## config.mk

```make
export PLATFORM = sky130hd
export DESIGN_NAME = fcb_bank
export DESIGN_NICKNAME = d
export VERILOG_FILES = /design/src/core/fcb_pkg.sv /design/src/core/fcb_coeff_reg.sv /design/src/core/fcb_bank.sv
export VERILOG_INCLUDE_DIRS = /design/src /design/src/core
export SDC_FILE = /design/constraint.sdc
export NUM_CORES = 1
export LEC_CHECK = 0
export BUFFER_PORTS_ARGS = -buffer_cell sky130_fd_sc_hd__buf_2
export CORE_ASPECT_RATIO = 1.2
export CORE_MARGIN = 1.5
export CORE_UTILIZATION = 38
export DETAILED_ROUTE_END_ITERATION = 8
export GPL_ROUTABILITY_DRIVEN = 0
export HOLD_SLACK_MARGIN = 0.08
export SLEW_MARGIN = 10
export SYNTH_ARGS = -nofsm -noshare
export SYNTH_HDL_FRONTEND = slang
export SYNTH_HIERARCHICAL = 1
export SYNTH_SLANG_ARGS = --single-unit
```

## constraint.sdc

```tcl
create_clock -name CLK -period 4.6 [get_ports CLK]
set_input_delay 0.23 -clock CLK [delete_from_list [all_inputs] [get_ports CLK]]
set_output_delay 0.23 -clock CLK [all_outputs]
set_load 0.01 [all_outputs]
```

## src/core/fcb_defs.svh

```systemverilog
// register indices, field positions, reset values of the coefficient bank
`ifndef FCB_DEFS_SVH
`define FCB_DEFS_SVH

// ---------------------------------------------------------------
// register indices (byte address is four times the index)
// ---------------------------------------------------------------
`define FCB_IDX_TAP3 12'h41c
`define FCB_IDX_TAP4 12'h41e
`define FCB_IDX_CENTER 12'h420
`define FCB_IDX_TAP6 12'h423
`define FCB_IDX_TAP7 12'h425
`define FCB_IDX_FIRST 12'h41c
`define FCB_IDX_LAST 12'h426
`define FCB_IDX_CFG 12'h430
`define FCB_IDX_STATUS 12'h431

// ---------------------------------------------------------------
// widths and field positions
// ---------------------------------------------------------------
`define FCB_SIDE_REG_W 16
`define FCB_SIDE_COEFF_W 12
`define FCB_CENTER_REG_W 24
`define FCB_CENTER_COEFF_W 18
`define FCB_CFG_W 9
`define FCB_CFG_MODE_LSB 0
`define FCB_CFG_SCW_LSB 2
`define FCB_CFG_MERGE_BIT 5
`define FCB_CFG_SHARE_BIT 6
`define FCB_CFG_LINK_BIT 8
`define FCB_ST_ACTIVE_BIT 0
`define FCB_ST_MODE_RSV_BIT 1
`define FCB_ST_NO_MERGE_BIT 2
`define FCB_ST_SINGLE_BIT 3
`define FCB_ST_LATE_WR_BIT 8

// ---------------------------------------------------------------
// mode codes and reset values
// ---------------------------------------------------------------
`define FCB_MODE_OFF 2'h0
`define FCB_MODE_ON 2'h2
`define FCB_RST_SIDE 16'h0000
`define FCB_RST_CENTER 24'h000000
`define FCB_RST_CFG 9'h000

`endif

```

## src/core/fcb_pkg.sv

```systemverilog
// types shared by the coefficient bank modules
`include "fcb_defs.svh"

package fcb_pkg;

	// -----------------------------------------------------------
	// carriers
	// -----------------------------------------------------------
	typedef struct packed {
		logic psel;
		logic penable;
		logic pwrite;
		logic [13:0] paddr;
		logic [31:0] pwdata;
		logic [3:0] pstrb;
	} fcb_apb_req_t;

	typedef struct packed {
		logic signed [`FCB_SIDE_COEFF_W-1:0] tap3;
		logic signed [`FCB_SIDE_COEFF_W-1:0] tap4;
		logic signed [`FCB_CENTER_COEFF_W-1:0] center;
		logic signed [`FCB_SIDE_COEFF_W-1:0] tap6;
		logic signed [`FCB_SIDE_COEFF_W-1:0] tap7;
	} fcb_taps_t;

	typedef enum logic [1:0] {
		FCB_MODE_DISABLED = 2'b00,
		FCB_MODE_RSV1 = 2'b01,
		FCB_MODE_ENABLED = 2'b10,
		FCB_MODE_RSV3 = 2'b11
	} fcb_mode_t;

endpackage : fcb_pkg

```

## src/core/fcb_coeff_reg.sv

```systemverilog
// one coefficient register with byte-lane writes and masked readback
`timescale 1ns/1ps

module fcb_coeff_reg import fcb_pkg::*; #(
	parameter int REG_W = 16,
	parameter int COEFF_W = 12,
	parameter logic [REG_W-1:0] RST_VAL = '0
) (
	input wire logic clk,
	input wire logic srst,
	input wire logic wr_en,
	input wire logic [3:0] wstrb,
	input wire logic [31:0] wdata,
	output logic [REG_W-1:0] value,
	output logic [31:0] rdata
);

	// -----------------------------------------------------------
	// storage, one byte lane at a time
	// -----------------------------------------------------------
	genvar b;
	generate
		for (b = 0; b < REG_W / 8; b = b + 1) begin : g_lane
			always_ff @(posedge clk) begin
				if (srst) begin
					value[b*8 +: 8] <= RST_VAL[b*8 +: 8];
				end else if (wr_en && wstrb[b]) begin
					value[b*8 +: 8] <= wdata[b*8 +: 8];
				end
			end
		end
	endgenerate

	// -----------------------------------------------------------
	// readback
	// -----------------------------------------------------------
	logic [REG_W-1:0] msb_mask;
	assign msb_mask = ~(REG_W'(1) << COEFF_W - 1);

	assign rdata = {{(32 - REG_W){1'b0}}, value & msb_mask};

endmodule : fcb_coeff_reg

```

## src/core/fcb_bank.sv

```systemverilog
// channel A equaliser_fir coefficient bank, taps three to seven, on APB
`timescale 1ns/1ps

module fcb_bank import fcb_pkg::*; #(
	parameter int ADDR_W = 14
) (
	input wire logic CLK,
	input wire logic SRST,
	input wire logic PSEL,
	input wire logic PENABLE,
	input wire logic PWRITE,
	input wire logic [ADDR_W-1:0] PADDR,
	input wire logic [31:0] PWDATA,
	input wire logic [3:0] PSTRB,
	output logic [31:0] PRDATA,
	output logic PREADY,
	output logic PSLVERR,
	input wire logic SINGLE_CHANNEL,
	input fcb_pkg::fcb_taps_t B_OWN_TAPS,
	output fcb_pkg::fcb_taps_t A_TAPS,
	output fcb_pkg::fcb_taps_t B_TAPS,
	output logic FILTER_EN,
	output logic MERGE_EN,
	output logic [2:0] SIDE_WEIGHT,
	output logic SERIAL_LINK_EN,
	output logic LATE_WRITE
);

	// -----------------------------------------------------------
	// decode helpers
	// -----------------------------------------------------------
	function automatic logic fcb_in_bank(input logic [11:0] idx);
		fcb_in_bank = (idx >= `FCB_IDX_FIRST) && (idx <= `FCB_IDX_LAST);
	endfunction : fcb_in_bank

	function automatic logic fcb_hit(input logic [11:0] idx,
			input logic [11:0] target, input logic aligned);
		fcb_hit = aligned && (idx == target);
	endfunction : fcb_hit

	// -----------------------------------------------------------
	// request carrier
	// -----------------------------------------------------------
	fcb_apb_req_t req;
	assign req = {PSEL, PENABLE, PWRITE, 14'(PADDR), PWDATA, PSTRB};

	wire logic [11:0] idx;
	wire logic aligned;
	wire logic setup;
	wire logic access;
	assign idx = req.paddr[13:2];
	assign aligned = (req.paddr[1:0] == 2'h0);
	assign setup = req.psel && !req.penable;
	assign access = req.psel && req.penable;

	// -----------------------------------------------------------
	// address decode
	// -----------------------------------------------------------
	wire logic hit_tap3;
	wire logic hit_tap4;
	wire logic hit_center;
	wire logic hit_tap6;
	wire logic hit_tap7;
	wire logic hit_cfg;
	wire logic hit_status;
	wire logic hit_bank;
	wire logic mapped;

	assign hit_tap3 = fcb_hit(idx, `FCB_IDX_TAP3, aligned);
	assign hit_tap4 = fcb_hit(idx, `FCB_IDX_TAP4, aligned);
	assign hit_center = fcb_hit(idx, `FCB_IDX_CENTER, aligned);
	assign hit_tap6 = fcb_hit(idx, `FCB_IDX_TAP6, aligned);
	assign hit_tap7 = fcb_hit(idx, `FCB_IDX_TAP7, aligned);
	assign hit_cfg = fcb_hit(idx, `FCB_IDX_CFG, aligned);
	assign hit_status = fcb_hit(idx, `FCB_IDX_STATUS, aligned);

	// tail indices of wide registers
	// tail indices read zero and drop writes, so a word walk never faults
	assign hit_bank = aligned && fcb_in_bank(idx);
	assign mapped = hit_bank || hit_cfg || hit_status;

	// -----------------------------------------------------------
	// write strobes
	// -----------------------------------------------------------
	// writes land only at the access edge, never in setup
	wire logic wr_acc = access && req.pwrite;
	wire logic wr_tap3 = wr_acc && hit_tap3;
	wire logic wr_tap4 = wr_acc && hit_tap4;
	wire logic wr_center = wr_acc && hit_center;
	wire logic wr_tap6 = wr_acc && hit_tap6;
	wire logic wr_tap7 = wr_acc && hit_tap7;
	wire logic wr_cfg = wr_acc && hit_cfg;
	wire logic wr_status = wr_acc && hit_status;
	wire logic wr_coeff = wr_tap3 || wr_tap4 || wr_center || wr_tap6 ||
		wr_tap7;

	// -----------------------------------------------------------
	// coefficient registers
	// -----------------------------------------------------------
	logic [`FCB_SIDE_REG_W-1:0] tap3_q;
	logic [`FCB_SIDE_REG_W-1:0] tap4_q;
	logic [`FCB_CENTER_REG_W-1:0] center_q;
	logic [`FCB_SIDE_REG_W-1:0] tap6_q;
	logic [`FCB_SIDE_REG_W-1:0] tap7_q;
	logic [31:0] rd_tap3;
	logic [31:0] rd_tap4;
	logic [31:0] rd_center;
	logic [31:0] rd_tap6;
	logic [31:0] rd_tap7;

	fcb_coeff_reg #(
		.REG_W(`FCB_SIDE_REG_W),
		.COEFF_W(`FCB_SIDE_COEFF_W),
		.RST_VAL(`FCB_RST_SIDE)
	) u_tap3 (
		.clk(CLK),
		.srst(SRST),
		.wr_en(wr_tap3),
		.wstrb(req.pstrb),
		.wdata(req.pwdata),
		.value(tap3_q),
		.rdata(rd_tap3)
	);

	fcb_coeff_reg #(
		.REG_W(`FCB_SIDE_REG_W),
		.COEFF_W(`FCB_SIDE_COEFF_W),
		.RST_VAL(`FCB_RST_SIDE)
	) u_tap4 (
		.clk(CLK),
		.srst(SRST),
		.wr_en(wr_tap4),
		.wstrb(req.pstrb),
		.wdata(req.pwdata),
		.value(tap4_q),
		.rdata(rd_tap4)
	);

	fcb_coeff_reg #(
		.REG_W(`FCB_CENTER_REG_W),
		.COEFF_W(`FCB_CENTER_COEFF_W),
		.RST_VAL(`FCB_RST_CENTER)
	) u_center (
		.clk(CLK),
		.srst(SRST),
		.wr_en(wr_center),
		.wstrb(req.pstrb),
		.wdata(req.pwdata),
		.value(center_q),
		.rdata(rd_center)
	);

	fcb_coeff_reg #(
		.REG_W(`FCB_SIDE_REG_W),
		.COEFF_W(`FCB_SIDE_COEFF_W),
		.RST_VAL(`FCB_RST_SIDE)
	) u_tap6 (
		.clk(CLK),
		.srst(SRST),
		.wr_en(wr_tap6),
		.wstrb(req.pstrb),
		.wdata(req.pwdata),
		.value(tap6_q),
		.rdata(rd_tap6)
	);

	fcb_coeff_reg #(
		.REG_W(`FCB_SIDE_REG_W),
		.COEFF_W(`FCB_SIDE_COEFF_W),
		.RST_VAL(`FCB_RST_SIDE)
	) u_tap7 (
		.clk(CLK),
		.srst(SRST),
		.wr_en(wr_tap7),
		.wstrb(req.pstrb),
		.wdata(req.pwdata),
		.value(tap7_q),
		.rdata(rd_tap7)
	);

	// -----------------------------------------------------------
	// configuration register
	// -----------------------------------------------------------
	logic [`FCB_CFG_W-1:0] cfg;
	logic [`FCB_CFG_W-1:0] next_cfg;

	always_comb begin
		next_cfg = cfg;
		if (wr_cfg && req.pstrb[0]) begin
			next_cfg[7:0] = req.pwdata[7:0];
		end
		if (wr_cfg && req.pstrb[1]) begin
			next_cfg[`FCB_CFG_LINK_BIT] = req.pwdata[`FCB_CFG_LINK_BIT];
		end
	end

	always_ff @(posedge CLK) begin
		if (SRST) begin
			cfg <= `FCB_RST_CFG;
		end else begin
			cfg <= next_cfg;
		end
	end

	fcb_mode_t mode;
	wire logic merge_bit;
	wire logic share_bit;
	wire logic link_bit;
	assign mode = fcb_mode_t'(cfg[`FCB_CFG_MODE_LSB +: 2]);
	assign merge_bit = cfg[`FCB_CFG_MERGE_BIT];
	assign share_bit = cfg[`FCB_CFG_SHARE_BIT];
	assign link_bit = cfg[`FCB_CFG_LINK_BIT];

	// -----------------------------------------------------------
	// filter control
	// -----------------------------------------------------------
	wire logic filter_on;
	wire logic mode_rsv;
	wire logic use_a_for_b;
	wire logic no_merge_warn;

	// only code 2 enables
	// reserved codes leave the filter off rather than guess a meaning
	assign filter_on = (mode == FCB_MODE_ENABLED);
	assign mode_rsv = (mode == FCB_MODE_RSV1) || (mode == FCB_MODE_RSV3);

	assign use_a_for_b = share_bit || merge_bit;

	assign no_merge_warn = SINGLE_CHANNEL && !merge_bit;

	// -----------------------------------------------------------
	// tap outputs
	// -----------------------------------------------------------
	fcb_taps_t a_taps;
	fcb_taps_t b_taps;

	// datapath sees the stored coefficient field, msb included; only readback loses the msb
	assign a_taps.tap3 = tap3_q[`FCB_SIDE_COEFF_W-1:0];
	assign a_taps.tap4 = tap4_q[`FCB_SIDE_COEFF_W-1:0];
	assign a_taps.center = center_q[`FCB_CENTER_COEFF_W-1:0];
	assign a_taps.tap6 = tap6_q[`FCB_SIDE_COEFF_W-1:0];
	assign a_taps.tap7 = tap7_q[`FCB_SIDE_COEFF_W-1:0];

	assign b_taps = use_a_for_b ? a_taps : B_OWN_TAPS;

	always_ff @(posedge CLK) begin
		if (SRST) begin
			A_TAPS <= '0;
			B_TAPS <= '0;
			FILTER_EN <= 1'b0;
			MERGE_EN <= 1'b0;
			SIDE_WEIGHT <= 3'h0;
			SERIAL_LINK_EN <= 1'b0;
		end else begin
			A_TAPS <= a_taps;
			B_TAPS <= b_taps;
			FILTER_EN <= filter_on;
			MERGE_EN <= merge_bit;
			SIDE_WEIGHT <= cfg[`FCB_CFG_SCW_LSB +: 3];
			SERIAL_LINK_EN <= link_bit;
		end
	end

	// -----------------------------------------------------------
	// late write flag
	// -----------------------------------------------------------
	logic late_wr;
	wire logic late_set;
	wire logic late_clr;

	// flag coefficient writes while link runs
	// the write is still taken: blocking it would hide the host's mistake
	assign late_set = wr_coeff && link_bit;
	assign late_clr = wr_status && req.pstrb[1] &&
		req.pwdata[`FCB_ST_LATE_WR_BIT];

	always_ff @(posedge CLK) begin
		if (SRST) begin
			late_wr <= 1'b0;
		end else if (late_set) begin
			late_wr <= 1'b1;
		end else if (late_clr) begin
			late_wr <= 1'b0;
		end
	end

	assign LATE_WRITE = late_wr;

	// -----------------------------------------------------------
	// read mux and APB answer
	// -----------------------------------------------------------
	logic [31:0] status_word;
	logic [31:0] next_prdata;
	logic slverr;

	always_comb begin
		status_word = 32'h0;
		status_word[`FCB_ST_ACTIVE_BIT] = filter_on;
		status_word[`FCB_ST_MODE_RSV_BIT] = mode_rsv;
		status_word[`FCB_ST_NO_MERGE_BIT] = no_merge_warn;
		status_word[`FCB_ST_SINGLE_BIT] = SINGLE_CHANNEL;
		status_word[`FCB_ST_LATE_WR_BIT] = late_wr;
	end

	always_comb begin
		if (hit_tap3) begin
			next_prdata = rd_tap3;
		end else if (hit_tap4) begin
			next_prdata = rd_tap4;
		end else if (hit_center) begin
			next_prdata = rd_center;
		end else if (hit_tap6) begin
			next_prdata = rd_tap6;
		end else if (hit_tap7) begin
			next_prdata = rd_tap7;
		end else if (hit_cfg) begin
			next_prdata = {23'h0, cfg};
		end else if (hit_status) begin
			next_prdata = status_word;
		end else begin
			next_prdata = 32'h0;
		end
	end

	// caught at the setup edge: PRDATA is a flop and access never waits
	always_ff @(posedge CLK) begin
		if (SRST) begin
			PRDATA <= 32'h0;
			slverr <= 1'b0;
		end else if (setup) begin
			PRDATA <= req.pwrite ? 32'h0 : next_prdata;
			slverr <= !mapped;
		end
	end

	assign PREADY = 1'b1;
	assign PSLVERR = access && slverr;

endmodule : fcb_bank

```

## Word level (Yosys, flattened, before mapping)

Cells that the tools add are included.
W data, S select, Z words.

- Input port bits: 122
- Bits in registers: 269
- Logic and storage cells: 103
- Output and inout bits: 173

- Order comparisons: 2
- Reductions and logical operators: 50
- Equal/unequal tests: 10
- Muxes and demuxes: 11

Operators with widths:

| operator | number |
|---|---|
| $eq A12 B11 Y1 const B | 7 |
| $mux W24 | 3 |
| $mux W66 | 1 |
| $logic_and A1 B1 Y1 | 37 |
| $mux W16 | 2 |
| $mux W32 | 1 |
| $mux W9 | 2 |
| $ge A12 B11 Y1 const B | 1 |
| $le A12 B11 Y1 const B | 1 |
| $logic_or A1 B1 Y1 | 8 |
| $eq A2 B2 Y1 const B | 2 |
| $logic_not A1 Y1 | 3 |
| $eq A2 B1 Y1 const B | 1 |
| $logic_not A2 Y1 | 1 |
| $mux W1 | 2 |
| $reduce_bool A2 Y1 | 1 |

## Logic depth before layout (Yosys ltp)

- Word-level depth: 10
- Mapped depth: 10
- Depth with buffers taken out: 6

## Cells and area by module

Netlist, hierarchy kept.

Modules (own cells, without submodules):

| module | area each (µm²) | seq. area each (µm²) | cells each | instances |
|---|---|---|---|---|
| fcb_bank | 7322.0 | 3623.5 | 874 | 1 |
| fcb_coeff_reg (u_tap3 ...) | 984.7 | 320.3 | 106 | 4 |
| fcb_coeff_reg (u_center) | 1337.5 | 480.5 | 142 | 1 |

## Worst setup path before layout

No wires, ideal clock.

- Path type: in2reg
- Start: in PADDR[9]
- End: reg u_tap7.value[13] (netlist: u_tap7/rdata[13])
- Library setup time: 0.066 ns
- Arrival time: 2.113 ns
- Setup slack: 2.421 ns
- Required time: 4.534 ns
- Cell stages on the path: 8
- Cell sequence: or4_1 -> buf_2 -> nor3_2 -> nand2_1 -> nor3_1 -> buf_4 -> nand3_1 -> a21oi_2

- Cells in the longest elaborated chain, start to end: 4

RTL lines:

| what | line | source |
|---|---|---|
| start, declared | fcb_bank.sv:12 | `input wire logic [ADDR_W-1:0] PADDR,` |
| $eq A12 B11 Y1 | fcb_bank.sv:38 | `fcb_hit = aligned && (idx == target);` |
| $logic_and A1 B1 Y1 | fcb_bank.sv:38 |  |
| $logic_and A1 B1 Y1 | fcb_bank.sv:91 | `wire logic wr_tap7 = wr_acc && hit_tap7;` |
| via wr_tap7 | fcb_bank.sv:91 |  |
| $logic_and A1 B1 Y1 | fcb_coeff_reg.sv:27 | `end else if (wr_en && wstrb[b]) begin` |
| end signal, assigned by index | fcb_coeff_reg.sv:26 | `value[b*8 +: 8] <= RST_VAL[b*8 +: 8];` |
| end signal, assigned by index | fcb_coeff_reg.sv:28 | `value[b*8 +: 8] <= wdata[b*8 +: 8];` |
| end, declared | fcb_coeff_reg.sv:14 | `output logic [REG_W-1:0] value,` |

The timed path passes the listed nets, and every way through them passes these cells.
A chain may end at the register's enable or synchronous reset.

## Final worst setup path

- Start: in PADDR[9]
- End: reg u_center.value[20] (netlist: u_center/rdata[20])

- Cells in the longest elaborated chain, start to end: 4

RTL lines:

| what | line | source |
|---|---|---|
| $eq A12 B11 Y1 | fcb_bank.sv:38 |  |
| $logic_and A1 B1 Y1 | fcb_bank.sv:38 |  |
| $logic_and A1 B1 Y1 | fcb_bank.sv:89 | `wire logic wr_center = wr_acc && hit_center;` |
| via wr_center | fcb_bank.sv:89 |  |
| $logic_and A1 B1 Y1 | fcb_coeff_reg.sv:27 |  |
| end signal, assigned by index | fcb_coeff_reg.sv:26 |  |
| end signal, assigned by index | fcb_coeff_reg.sv:28 |  |
| end, declared | fcb_coeff_reg.sv:14 |  |

The timed path passes the listed nets, and every way through them passes these cells.

==> impl_metrics.env <==
export IMPL_fmax_mhz=297.8
export IMPL_reg2reg_slack_ns=2.87
export IMPL_dieArea_sq_mm=0.03382
export IMPL_irDropWorstVdd_mv=0.2379
export IMPL_fp_dieW_um=168.1
export IMPL_cts_resized=0
export IMPL_tightest_slew_ns=1.103
export IMPL_drive_above_1_share_pct=25.79
export IMPL_antenna_found_initial=2
export IMPL_cp_data_arrival_time_ns=3.83
export IMPL_htree_levels=1
export IMPL_numCtsBuffers=29
export IMPL_vias=10430
export IMPL_worstSkewPairLatency_ns=0.56
export IMPL_drt_iter0_drc=626
export IMPL_syn_avg_cell_area_sq_um=8.768
export IMPL_synth_area_sq_mm=0.01243
export IMPL_post_route_period_util_pct=72.99
export IMPL_r2r_end="B_TAPS[65]$_SDFF_PP0_"
export IMPL_ant_nets=0
export IMPL_area_growth_syn_to_layout_pct=21.37
export IMPL_start_kind="input pin"
export IMPL_core_sq_mm=0.03225
export IMPL_drc=0
export IMPL_grt_setup_unrepaired="no"
export IMPL_maxCapViolCount=0
export IMPL_r2r_worst_path_cells=4
export IMPL_num_fill_cells=3165
export IMPL_path_clk_slew_ns=0.06
export IMPL_required_ns=5.08
export IMPL_crit_path_max_fanout=48
export IMPL_cts_buffer_depth=3
export IMPL_skew_ns=0.01103
export IMPL_gr_total_overflow=0
export IMPL_track_usage_pct=20.85
export IMPL_leakagePower_nw=6.435
export IMPL_io_buffers=284
export IMPL_cts_root_buf="clkbuf_16"
export IMPL_grt_max_degree=91
export IMPL_cts_tree="done"
export IMPL_slew_headroom_pct=26.11
export IMPL_worstSetupEndpointType="flip-flop"
export IMPL_wl_met2_um=18290
export IMPL_yosysWarnings=6
export IMPL_setup_tns_ns=0
export IMPL_hold_depth=3
export IMPL_fin_nets=1789
export IMPL_dp_cells=1943
export IMPL_holdPathEnd="PRDATA[0]$_SDFFE_PP0P_"
export IMPL_status="finished, final reports clean"
export IMPL_grt_pass1_vias=9950
export IMPL_critPathKind="in2reg"
export IMPL_hold_viol=0
export IMPL_layout_min_cycle_time_ns=3.358
export IMPL_wl_met3_um=2147
export IMPL_clock_sinks=269
export IMPL_io_pins=295
export IMPL_post_drt_wl_per_cell_um=17.42
export IMPL_maxSlewViolCount=0
export IMPL_routed_wl_um=36520
export IMPL_die_h_um=201.2
export IMPL_firstDrtPassIters=5
export IMPL_start_util_pct=38.55
export IMPL_stdcell_count=2096
export IMPL_grt_pass1_wl_um=55680
export IMPL_r2r_start="cfg[5]$_SDFFE_PP0P_"
export IMPL_setup_slack_ns=1.242
export IMPL_worstHoldStart="PADDR[6]"
export IMPL_drt_vias_per_instance=4.974
export IMPL_hpwl_um=24030
export IMPL_wl_met1_um=14760
export IMPL_finalSetupViolCount=0
export IMPL_powerDensity_mw_per_mm2=350.9
export IMPL_min_path_type="in2reg"
export IMPL_place_ws_ns=1.205
export IMPL_num_rows=72
export IMPL_highest_layer="met4"
export IMPL_syn_inst=1418
## cells in the final DEF, fill, tap and decap left out, types with 6 or more instances in the layout
master	n
buf_2	283
dfxtp_1	269
a21oi_1	179
nand2_1	171
nand3_1	101
dlygate4sd3_1	100
conb_1	78
nor2b_1	76
a21bo_2	50
a21bo_1	38
o21ai_0	34
clkbuf_16	29
o21ai_1	28
inv_1	25
a221oi_1	25
a22o_1	23
nor2_1	20
buf_4	18
a21oi_2	16
and3_1	12
mux2i_1	12
bufinv_16	7
nor4_1	6
clkbuf_8	6
## registers in the layout, indices dropped and copies added (netlist names)
signal          count
cfg                 9
u_tap4/rdata       15
u_tap3/value        1
u_tap7/value        1
A_TAPS             66
u_center/rdata     23
PRDATA             32
u_tap6/rdata       15
LATE_WRITE          1
B_TAPS             66
MERGE_EN            1
SIDE_WEIGHT         3
u_tap6/value        1
u_center/value      1
u_tap7/rdata       15
u_tap3/rdata       15
u_tap4/value        1
FILTER_EN           1
slverr              1
SERIAL_LINK_EN      1
## area by class of cell
| class | count | area (sq um) | share of cell area [%] |
|---|---|---|---|
| repair buffers | 402 | 2566 | 17.01 |
| inverters | 25 | 93.84 | 0.6218 |
| clock inverters | 14 | 254.0 | 1.683 |
| diodes | 2 | 5.005 | 0.03316 |
| multi-input cells | 940 | 5472 | 36.26 |
| clock buffers | 37 | 805.8 | 5.340 |
| well taps | 407 | 509.2 | 3.375 |
| flip-flops and latches | 269 | 5385 | 35.69 |
## how the worst max path moves through the flow
stage	from	end	slack [ns]
6_report	PADDR[9]	u_center/rdata[20]$_SDFFE_PP0P_	1.24
5_1_grt	PADDR[9]	u_center/rdata[19]$_SDFFE_PP0P_	1.05
4_1_cts	PADDR[9]	u_center/rdata[16]$_SDFFE_PP0P_	1.33
3_5_place_dp	PADDR[9]	u_center/rdata[1]$_SDFFE_PP0P_	1.21
3_3_place_gp	PADDR[9]	u_center/rdata[1]$_SDFFE_PP0P_	1.30
2_1_floorplan	PADDR[9]	u_tap7/rdata[13]$_SDFFE_PP0P_	2.42
## report_power, final
group          internal, mW  total (mW)  switching [mW]
Sequential             2.36        2.37         0.00756
Clock                  1.62        2.60           0.974
Combinational         0.136       0.332           0.197
## metrics by stage
step	hold WS, ns	power [mW]	cell area [sq um]	util (%)
6_report	0.1846	5.296	15090	46.79
5_1_grt	0.1940	5.486	15090	46.79
4_1_cts	0.1529	5.353	15090	46.78
3_5_place_dp	0.4412	2.687	13030	40.39
3_3_place_gp	0.4358	2.683	13030	40.39
2_1_floorplan	0.2991	2.626	12700	-
## worst max-delay path: stages
cell	delay (ns)
buf_2	0.11
or4_1	0.75
nor3_4	0.71
nand2_2	0.24
nor2_4	0.84
nand3_1	0.17
dlygate4sd3_1	0.62
a21oi_1	0.12
## repair_timing
item | CTS | global route
setup buffers | 0 | 0
hold buffers | 100 | 0
endpoints found under the hold margin | 164 | 0
## layer usage
metal | global-route usage (%) | vias to the layer above
met4 | 8.355 | 0
met2 | 37.81 | 344
met3 | 3.501 | 76
li1 | - | 5159
met1 | 24.29 | 4846
met5 | 0 | -
No activity file was read; power rests on OpenSTA's default activity.
